==> src/shared/cpw_consts.svh <==
`ifndef CPW_CONSTS_SVH
`define CPW_CONSTS_SVH
// Register offsets
`define CPW_ADR_PIN   8'h07
`define CPW_ADR_INTC  8'h0b
`define CPW_ADR_FLAGS 8'h0c
`define CPW_ADR_T1L   8'h0e
`define CPW_ADR_T1H   8'h0f
`define CPW_ADR_T1C   8'h10
`define CPW_ADR_T2    8'h11
`define CPW_ADR_T2C   8'h12
`define CPW_ADR_CCL   8'h15
`define CPW_ADR_CCH   8'h16
`define CPW_ADR_CCC   8'h17
`define CPW_ADR_DIR   8'h87
`define CPW_ADR_IEN   8'h8c
`define CPW_ADR_PR2   8'h92
// Field positions
`define CPW_F_UNIT    2
`define CPW_F_T2      1
`define CPW_F_T1      0
`define CPW_F_TRIS    2
`define CPW_F_PIN     2
`define CPW_F_T1ON    0
`define CPW_F_T2ON    2
// Reset values
`define CPW_RST_ZERO  8'h00
`define CPW_RST_PR2   8'hff
`define CPW_RST_DIR   8'h05
// Compare actions
`define CPW_M_SET     4'h8
`define CPW_M_CLR     4'h9
`define CPW_M_SWI     4'ha
`define CPW_M_SPEC    4'hb
// Clock phases per timer-2 step
`define CPW_QPHASES   4
// Last prescaler phase before a timer-2 step, for ratios 1, 4 and 16
`define CPW_PRE_LIM1  6'h03
`define CPW_PRE_LIM4  6'h0f
`define CPW_PRE_LIM16 6'h3f
`endif

==> src/shared/cpw_pkg.sv <==
package cpw_pkg;
    // Operating class decoded from the mode bits
    typedef enum logic [3:0]
    {
        CPW_OFF     = 4'b0001,
        CPW_CAPTURE = 4'b0010,
        CPW_COMPARE = 4'b0100,
        CPW_PWM     = 4'b1000
    } cpw_mode_type;

    // One register bus request
    typedef struct packed
    {
        logic [7:0] addr;
        logic [7:0] wdata;
        logic       wr;
        logic       rd;
    } cpw_bus_req_type;

    // Unit pin drive group
    typedef struct packed
    {
        logic out;
        logic oe;
    } cpw_pin_type;
endpackage

==> src/cpw_timer2.sv <==
`timescale 1ns/1ps
`default_nettype none
`include "cpw_consts.svh"
// Timer-2 time base: prescaler, period match and postscaler
module cpw_timer2
#(
    parameter int W = 8
)
(
    input  wire logic         clk_sys,
    input  wire logic         arst_n,
    input  wire logic [W-1:0] period,
    input  wire logic [7:0]   ctrl,
    input  wire logic         load,
    input  wire logic [W-1:0] load_val,
    output logic      [W-1:0] count,
    output logic      [1:0]   frac,
    output logic              restart,
    output logic              post_evt
);
    // A count narrower than two bits cannot hold a useful period
    if (W < 2)
    begin : g_bad_width
        $error("cpw_timer2: W too small");
    end

    logic [5:0] pre;      // Clock phases and prescaler in one counter
    logic [3:0] post;     // Postscaler count of period matches
    wire  [5:0] pre_lim;  // Last value of pre before a step
    wire        tick;     // Timer-2 advances this cycle
    wire        run;

    // Ratio 1, 4 or 16 of four clock phases each
    assign pre_lim = ctrl[1] ? `CPW_PRE_LIM16 :
                     (ctrl[0] ? `CPW_PRE_LIM4 : `CPW_PRE_LIM1);
    // Low extension bits are the phase or prescaler bits below the count
    assign frac    = ctrl[1] ? pre[5:4] : (ctrl[0] ? pre[3:2] : pre[1:0]);
    assign run     = ctrl[`CPW_F_T2ON];
    assign tick    = run && (pre == pre_lim);
    assign restart = tick && (count == period);

    // Prescaler; a count write restarts it so the step is whole
    always_ff @(posedge clk_sys or negedge arst_n)
    begin
        if (!arst_n)
            pre <= 6'h00;
        else if (load || tick)
            pre <= 6'h00;
        else if (run)
            pre <= pre + 6'h01;
    end

    // Count; cleared on the step after it equals the period
    always_ff @(posedge clk_sys or negedge arst_n)
    begin
        if (!arst_n)
            count <= '0;
        else if (load)
            count <= load_val;
        else if (restart)
            count <= '0;
        else if (tick)
            count <= count + W'(1);
    end

    // Postscaler only paces its own flag, never the period
    always_ff @(posedge clk_sys or negedge arst_n)
    begin
        if (!arst_n)
        begin
            post     <= 4'h0;
            post_evt <= 1'b0;
        end
        else
        begin
            post_evt <= restart && (post == ctrl[6:3]);
            if (restart)
                post <= (post == ctrl[6:3]) ? 4'h0 : post + 4'h1;
        end
    end
endmodule
`default_nettype wire

==> src/cpw_unit.sv <==
`timescale 1ns/1ps
`default_nettype none
`include "cpw_consts.svh"
// Compare and PWM unit with its timers and register file
module cpw_unit
#(
    parameter int DUTY_W = 10
)
(
    input  wire logic                     clk_sys,
    input  wire logic                     arst_n,
    input  wire cpw_pkg::cpw_bus_req_type req,
    output logic [7:0]                    reg_rdata,
    input  wire logic                     unit_pin_i,
    output cpw_pkg::cpw_pin_type          unit_pin,
    input  wire logic                     adc_enabled,
    output logic                          adc_start,
    output logic                          unit_irq
);
    // Only the 10-bit duty path is built; other widths would misalign
    // the shadow register with the 2-bit latch
    if (DUTY_W != 10)
    begin : g_bad_width
        $error("cpw_unit: duty width must be 10");
    end

    ////////////////////////////////////////////////////////////////////////
    // Registers

    logic [7:0]  intctl;     // Stored only
    logic [2:0]  flags;      // Unit, timer-2, timer-1 overflow flags
    logic [2:0]  irq_en;     // Matching enables
    logic [7:0]  t1l;        // Timer-1 count pair
    logic [7:0]  t1h;
    logic [7:0]  timer1_control;
    logic [7:0]  timer2_control;
    logic [7:0]  pr2;        // Timer-2 period
    logic [7:0]  ccl;        // Compare low or pending duty high
    logic [7:0]  cch;        // Compare high or duty shadow
    logic [5:0]  ccctl;      // Duty low bits and mode bits
    logic [7:0]  dir;        // Pin direction, tristate bit 2
    logic [1:0]  duty_lo;    // Internal 2-bit duty latch
    logic        out_latch;  // Compare/PWM output latch
    logic        eq_q;       // Equality seen last cycle
    logic [7:0]  t2cnt;
    logic [1:0]  t2frac;
    logic        t2_restart;
    logic        t2_post;

    ////////////////////////////////////////////////////////////////////////
    // Decode

    // Mode class from the mode bits; 00 with nonzero low bits stays off
    function automatic cpw_pkg::cpw_mode_type mode_of(input logic [3:0] m);
        case (m[3:2])
            2'b00:   mode_of = cpw_pkg::CPW_OFF;
            2'b01:   mode_of = cpw_pkg::CPW_CAPTURE;
            2'b10:   mode_of = cpw_pkg::CPW_COMPARE;
            default: mode_of = cpw_pkg::CPW_PWM;
        endcase
    endfunction

    // Write strobe for one offset
    function automatic logic hit(input cpw_pkg::cpw_bus_req_type r,
                                 input logic [7:0] a);
        hit = r.wr && (r.addr == a);
    endfunction

    // Mode class and its two active decodes
    wire cpw_pkg::cpw_mode_type mode = mode_of(ccctl[3:0]);
    wire is_cmp  = (mode == cpw_pkg::CPW_COMPARE);
    wire is_pwm  = (mode == cpw_pkg::CPW_PWM);
    // Write strobes, one for each register offset except the read-only pin offset
    wire w_intc  = hit(req, `CPW_ADR_INTC);
    wire w_flags = hit(req, `CPW_ADR_FLAGS);
    wire w_t1l   = hit(req, `CPW_ADR_T1L);
    wire w_t1h   = hit(req, `CPW_ADR_T1H);
    wire w_t1c   = hit(req, `CPW_ADR_T1C);
    wire w_t2    = hit(req, `CPW_ADR_T2);
    wire w_t2c   = hit(req, `CPW_ADR_T2C);
    wire w_ccl   = hit(req, `CPW_ADR_CCL);
    wire w_cch   = hit(req, `CPW_ADR_CCH);
    wire w_ccc   = hit(req, `CPW_ADR_CCC);
    wire w_dir   = hit(req, `CPW_ADR_DIR);
    wire w_ien   = hit(req, `CPW_ADR_IEN);
    wire w_pr2   = hit(req, `CPW_ADR_PR2);
    // Whole control register written with zero
    wire zero_wr = w_ccc && (req.wdata == `CPW_RST_ZERO);

    ////////////////////////////////////////////////////////////////////////
    // Timer-1 and compare

    // Count pair and compare value as 16-bit words
    wire [15:0] t1      = {t1h, t1l};
    wire [15:0] cmp_val = {cch, ccl};
    // Timer 1 counts every clock while its run bit is set
    wire        t1_inc  = timer1_control[`CPW_F_T1ON];
    wire        eq      = (t1 == cmp_val);
    // Only the first cycle of equality counts, so a stalled timer acts once
    wire        match   = is_cmp && eq && !eq_q;
    // Special event trigger: reset of timer 1 and a conversion request
    wire        trig    = match && (ccctl[3:0] == `CPW_M_SPEC);
    // A wrap cut short by the trigger never counts as an overflow
    wire        t1_wrap = t1_inc && (t1 == 16'hffff) && !trig;
    // Next count value
    wire [15:0] t1_inc_v = t1 + 16'h0001;

    // Timer-1 count; the trigger outranks software and counting
    always_ff @(posedge clk_sys or negedge arst_n)
    begin
        if (!arst_n)
        begin
            t1l <= `CPW_RST_ZERO;
            t1h <= `CPW_RST_ZERO;
        end
        else if (trig)
        begin
            t1l <= `CPW_RST_ZERO;
            t1h <= `CPW_RST_ZERO;
        end
        else
        begin
            t1l <= w_t1l ? req.wdata : (t1_inc ? t1_inc_v[7:0] : t1l);
            t1h <= w_t1h ? req.wdata : (t1_inc ? t1_inc_v[15:8] : t1h);
        end
    end

    // Equality history and conversion start pulse
    // The pulse lags the trigger by one clock, landing on the same edge as the timer reset
    always_ff @(posedge clk_sys or negedge arst_n)
    begin
        if (!arst_n)
        begin
            eq_q      <= 1'b0;
            adc_start <= 1'b0;
        end
        else
        begin
            eq_q      <= eq;
            adc_start <= trig && adc_enabled;
        end
    end

    ////////////////////////////////////////////////////////////////////////
    // Timer-2 and PWM

    // Timer 2 steps every four clocks times the prescale ratio
    cpw_timer2 #(.W(8)) u_t2
    (
        .clk_sys  (clk_sys),
        .arst_n   (arst_n),
        .period   (pr2),
        .ctrl     (timer2_control),
        .load     (w_t2),
        .load_val (req.wdata),
        .count    (t2cnt),
        .frac     (t2frac),
        .restart  (t2_restart),
        .post_evt (t2_post)
    );

    // Pending duty: high register over control bits 5:4
    wire [9:0] duty_pend = {ccl, ccctl[5:4]};
    wire       pwm_load  = is_pwm && t2_restart;
    // A duty beyond the period never meets the count, so the pin stays high
    wire       pwm_clr   = is_pwm && ({t2cnt, t2frac} == {cch, duty_lo});

    // Output latch shared by compare and PWM; branch order is priority:
    // zero write, period start, duty clear, then the compare actions
    always_ff @(posedge clk_sys or negedge arst_n)
    begin
        if (!arst_n)
            out_latch <= 1'b0;
        else if (zero_wr)
            out_latch <= 1'b0;
        else if (pwm_load)
            out_latch <= (duty_pend != 10'h000);
        else if (pwm_clr)
            out_latch <= 1'b0;
        else if (match && ccctl[3:0] == `CPW_M_SET)
            out_latch <= 1'b1;
        else if (match && ccctl[3:0] == `CPW_M_CLR)
            out_latch <= 1'b0;
    end

    // Shadow and 2-bit latch move only at a period match
    // Software may write the shadow only outside PWM mode
    always_ff @(posedge clk_sys or negedge arst_n)
    begin
        if (!arst_n)
        begin
            cch     <= `CPW_RST_ZERO;
            duty_lo <= 2'b00;
        end
        else if (pwm_load)
        begin
            cch     <= ccl;
            duty_lo <= ccctl[5:4];
        end
        else if (w_cch && !is_pwm)
            cch <= req.wdata;
    end

    ////////////////////////////////////////////////////////////////////////
    // Software registers

    // Hardware sets win over a software write in the same cycle
    wire [2:0] flag_set = {match, t2_post, t1_wrap};
    wire [2:0] next_flags = (w_flags ? req.wdata[2:0] : flags) | flag_set;

    // Software registers; a write lands at the edge that takes the strobe
    // Flags are rewritten every clock so a set is never lost to a write
    always_ff @(posedge clk_sys or negedge arst_n)
    begin
        if (!arst_n)
        begin
            intctl <= `CPW_RST_ZERO;
            flags  <= 3'b000;
            irq_en <= 3'b000;
            timer1_control  <= `CPW_RST_ZERO;
            timer2_control  <= `CPW_RST_ZERO;
            pr2    <= `CPW_RST_PR2;
            ccl    <= `CPW_RST_ZERO;
            ccctl  <= 6'h00;
            dir    <= `CPW_RST_DIR;
        end
        else
        begin
            flags <= next_flags;
            if (w_intc) intctl <= req.wdata;
            if (w_ien)  irq_en <= req.wdata[2:0];
            if (w_t1c)  timer1_control  <= req.wdata;
            if (w_t2c)  timer2_control  <= req.wdata;
            if (w_pr2)  pr2    <= req.wdata;
            if (w_ccl)  ccl    <= req.wdata;
            if (w_ccc)  ccctl  <= req.wdata[5:0];
            if (w_dir)  dir    <= req.wdata;
        end
    end

    // Read data, one cycle after the strobe; unmapped reads zero
    wire [7:0] next_rdata =
        !req.rd                      ? 8'h00 :
        (req.addr == `CPW_ADR_PIN)   ? {5'h00, unit_pin_i, 2'b00} :
        (req.addr == `CPW_ADR_INTC)  ? intctl :
        (req.addr == `CPW_ADR_FLAGS) ? {5'h00, flags} :
        (req.addr == `CPW_ADR_T1L)   ? t1l :
        (req.addr == `CPW_ADR_T1H)   ? t1h :
        (req.addr == `CPW_ADR_T1C)   ? timer1_control :
        (req.addr == `CPW_ADR_T2)    ? t2cnt :
        (req.addr == `CPW_ADR_T2C)   ? {1'b0, timer2_control[6:0]} :
        (req.addr == `CPW_ADR_CCL)   ? ccl :
        (req.addr == `CPW_ADR_CCH)   ? cch :
        (req.addr == `CPW_ADR_CCC)   ? {2'b00, ccctl} :
        (req.addr == `CPW_ADR_DIR)   ? dir :
        (req.addr == `CPW_ADR_IEN)   ? {5'h00, irq_en} :
        (req.addr == `CPW_ADR_PR2)   ? pr2 : 8'h00;

    // Registered read port; idle cycles return zero
    always_ff @(posedge clk_sys or negedge arst_n)
    begin
        if (!arst_n)
            reg_rdata <= 8'h00;
        else
            reg_rdata <= next_rdata;
    end

    ////////////////////////////////////////////////////////////////////////
    // Pin and interrupt request

    // Driven only in compare or PWM with the tristate bit clear
    wire drive_en = (is_cmp || is_pwm) && !dir[`CPW_F_TRIS];
    // Both pin fields in one assignment, so the port has a single driver
    assign unit_pin = '{out: out_latch, oe: drive_en};
    // Level request: unit flag gated by its enable
    assign unit_irq = flags[`CPW_F_UNIT] && irq_en[`CPW_F_UNIT];
endmodule
`default_nettype wire

==> config.mk <==
export PLATFORM = sky130hd
export DESIGN_NAME = cpw_unit
export DESIGN_NICKNAME = d
export VERILOG_FILES = /design/src/shared/cpw_pkg.sv /design/src/cpw_timer2.sv /design/src/cpw_unit.sv
export VERILOG_INCLUDE_DIRS = /design/src /design/src/shared
export SDC_FILE = /design/constraint.sdc
export NUM_CORES = 1
export LEC_CHECK = 0
export BUFFER_PORTS_ARGS = -buffer_cell sky130_fd_sc_hd__buf_2
export CAP_MARGIN = 5
export CORE_UTILIZATION = 67
export DETAILED_ROUTE_END_ITERATION = 7
export HOLD_SLACK_MARGIN = 0.12
export PLACE_DENSITY_LB_ADDON = 0.3
export SYNTH_ARGS = -nofsm -noshare
export SYNTH_HDL_FRONTEND = slang
export SYNTH_SLANG_ARGS = --single-unit
==> constraint.sdc <==
create_clock -name clk_sys -period 4.1 [get_ports clk_sys]
set_clock_uncertainty 0.15 [all_clocks]
set_input_delay 0.205 -clock clk_sys [delete_from_list [all_inputs] [get_ports clk_sys]]
set_output_delay 0.205 -clock clk_sys [all_outputs]
set_load 0.005 [all_outputs]
==> impl_metrics.ini <==
[synth]
synth.most_common_cell = dfrtp_1
yosysUniqueCellTypes = 72
synthArstFlopShare_pct = 100
synth_seq_cells = 115
netlist_instances = 684
yosysTopAreaCellShare_pct = 38.8
ys.flop_type = dfrtp_1
ys_top_cells_by_count = dfrtp_1 (105), nor2_1 (57), mux2_2 (54), nand2_1 (52), xor2_1 (32)
synth_area_per_cell_sq_um = 9.91
synth_edf_count = 0
yosysWarnings = 0
synth_largest_area_cell = dfrtp_1
seq_area_frac_synth_pct = 42.7
synthesis.nets = 710
netlist_area_sq_um = 6780
yosys-top-cells-area = dfrtp_1 (39%), mux2_2 (9.0%), xor2_1 (4.1%), dfstp_2 (3.9%), xnor2_1 (3.5%)

[global_routing]
grt_pass1_wl_mm = 31.6
grt_max_degree = 116
track_usage_pct = 42.3
grt_pass1_vias = 5630
grt_overflow_total = 0
antenna_found_initial = 0

[route]
wl_per_cell_um = 24.3
drt_first_pass_iters = 5
ant_nets = 0
vias = 5872
remaining_drc_errors = 0
drt-total-wl_mm = 20.7
drtIter0Drc = 552
avgViaCountPerCell = 6.88

[critical_path]
worstPathArrival_ns = 3.43
path_class = reg2reg
cp_slowest_cell = or4_4
critPathMaxStageDelay_ns = 0.58
path_max_fanout = 13
critical_path_required_ns = 4.37
critPathLaunchType = flop
endpoint_kind = flop
crit_chain = or4_4 -> a221oi_4 -> nand3_2 -> nor2_2 -> nor2_1 -> a21o_1

[power]
ir_worst_vdd_mv = 0.727
p_leak_nw = 3.38
pwr_density_cell_nw_per_um2 = 452

[cts]
post-cts-setup-buffer-count = 0
clock_sinks = 115
clk_path_buf_depth = 2
htree_levels = 4
root_buffer = clkbuf_8
clk_latency_ns = 0.53
cts_made_buffers = 17
tritoncts = done
path_clk_slew_ns = 0.06
postCtsResizedCells = 0

[placed_design]
port_buffers = 33
dp_hpwl_mm = 13.9
dp.cells = 810
gp_congestion = 1.04

[timing]
period_share_pct = 77.1
setup_tns_ns = 0
relSlewSlack_pct = 46.9
grt_setup_unrepaired = no
finalSetupViolations = 0
slew_viol_final = 0
fmax_mhz = 316
worstMarginPinSlew_ns = 0.794
finalHoldViolations = 0
period_needed_ns = 3.16

[floorplan]
die_height_um = 103
start_util_pct = 69.3
die-area_sq_um = 10500
coreArea_sq_um = 9770
die_w_um = 103
io_pins = 34
std_cell_rows = 36

[layout]
drive_gt1_share_pct = 20.7
syn2layout_area_growth_pct = 11.7
diodes = 0
fin_nets = 734
final_cells = 854

[outcome]
status = completed

[flow_run]
drv_cap = 0

[min_path]
hp-class = in2async
[placed cells by master, fill, tap and decap left out, drive strengths merged, types with 3 or more instances in the layout]
cell type    Yosys  layout
ha               4       4
mux2i           10      10
and2             7       7
nand4           13      13
a21oi           26      26
o22ai            4       4
clkbuf          28      21
nor2b            9       9
a31oi           10      10
xnor2           27      27
nand2           52      52
dfstp           10      10
a22oi           11      11
or3              3       3
nor2            60      60
o21ai           31      31
o221ai           4       4
nor4            15      15
dfrtp          105     105
clkinvlp         0       3
nor3            10      10
and3            12      12
dlygate4sd3      0      12
clkinv           0       8
nand2b           5       5
a211oi          18      18
or2              3       3
nand3b           3       3
nand3           24      24
inv             10      10
a21o            17      17
a22o            15      15
mux2            56      56
buf             15      36
xor2            32      32
[area by class of cell]
| cell class | instances | area [sq um] |
|---|---|---|
| multi-input combinational | 516 | 3640 |
| inverter | 10 | 37.5 |
| clock inverter | 11 | 62.6 |
| clock buffer | 21 | 449 |
| timing repair buffer | 48 | 323 |
| sequential | 115 | 2890 |
| tap | 133 | 166 |
| fill | 664 | 2200 |
[state kept, by name, indices dropped and copies added (netlist names), 2 cells and up]
register	count
u_t2.pre	6
t1h	8
reg_rdata	8
cch	8
pr2	8
dir	8
flags	3
u_t2.count	8
ccl	8
timer1_control	8
t1l	8
irq_en	3
ccctl	6
u_t2.post	4
intctl	8
timer2_control	7
duty_lo	2
[worst max-delay path, delay by kind of cell (launching register included)]
family / cells / cell delay (ns)
AND/OR/NAND/NOR: 4 / 1.77
AO/OA/AOI/OAI: 2 / 0.68
flip-flops: 1 / 0.44
[where the power goes]
| group | switching (mW) | internal (mW) |
|---|---|---|
| combinational | 0.325 | 0.296 |
| sequential | 0.247 | 1.27 |
| clock | 0.521 | 0.763 |
[final timing paths]
| check | from | endpoint | slack [ns] | depth (start not counted) |
|---|---|---|---|---|
| worst max-delay path | u_t2.pre[2]$_DFFE_PN0P_ | cch[5]$_DFFE_PN0P_ | 0.94 | 6 |
| worst min-delay path | arst_n | timer2_control[3]$_DFFE_PN0P_ | 0.14 | 3 |
| worst max register to register | u_t2.pre[2]$_DFFE_PN0P_ | cch[5]$_DFFE_PN0P_ | 0.94 | 6 |
| worst min register to register | intctl[1]$_DFFE_PN0P_ | intctl[1]$_DFFE_PN0P_ | 0.36 | 2 |
| max in group asynchronous | arst_n | ccctl[5]$_DFFE_PN0P_ | 3.22 | 3 |
| min in group clk_sys | req[13] | reg_rdata[6]$_DFF_PN0_ | 0.18 | 4 |
[through the flow]
step / utilization, % / hold WS [ns] / instance area (sq um) / total power, mW / worst slack [ns]
2_1_floorplan: - / -0.241 / 6780 / 1.90 / 1.70
3_3_place_gp: 71.0 / 0.177 / 6940 / 2.08 / 1.20
3_5_place_dp: 71.0 / 0.184 / 6940 / 2.12 / 1.04
4_1_cts: 77.4 / 0.138 / 7570 / 3.41 / 1.01
5_1_grt: 77.4 / 0.194 / 7570 / 3.55 / 0.752
6_report: 77.4 / 0.140 / 7570 / 3.42 / 0.939
[per-layer routing]
layer	wire length, um	GRT usage (%)
met5	0	0
met4	1070	25.7
met3	2100	9.90
met2	9340	63.2
met1	8200	56.2
[cell families (layout without fill, tap and decap cells)]
family / count (synthesis) / count (layout) / synth area share (%)
simple gates: 228 / 228 / 18.2
compound gates: 159 / 159 / 16.4
flops: 115 / 115 / 42.7
mux: 66 / 66 / 10.8
xor+xnor: 59 / 59 / 7.63
buf+inv: 53 / 90 / 3.60
fa+ha+maj: 4 / 4 / 0.739
[repair_timing]
action,CTS,global route
hold endpoints to repair,196,0
endpoints found under the setup margin,0,0
hold buffers,12,0
No activity file was read; power rests on OpenSTA's default activity.
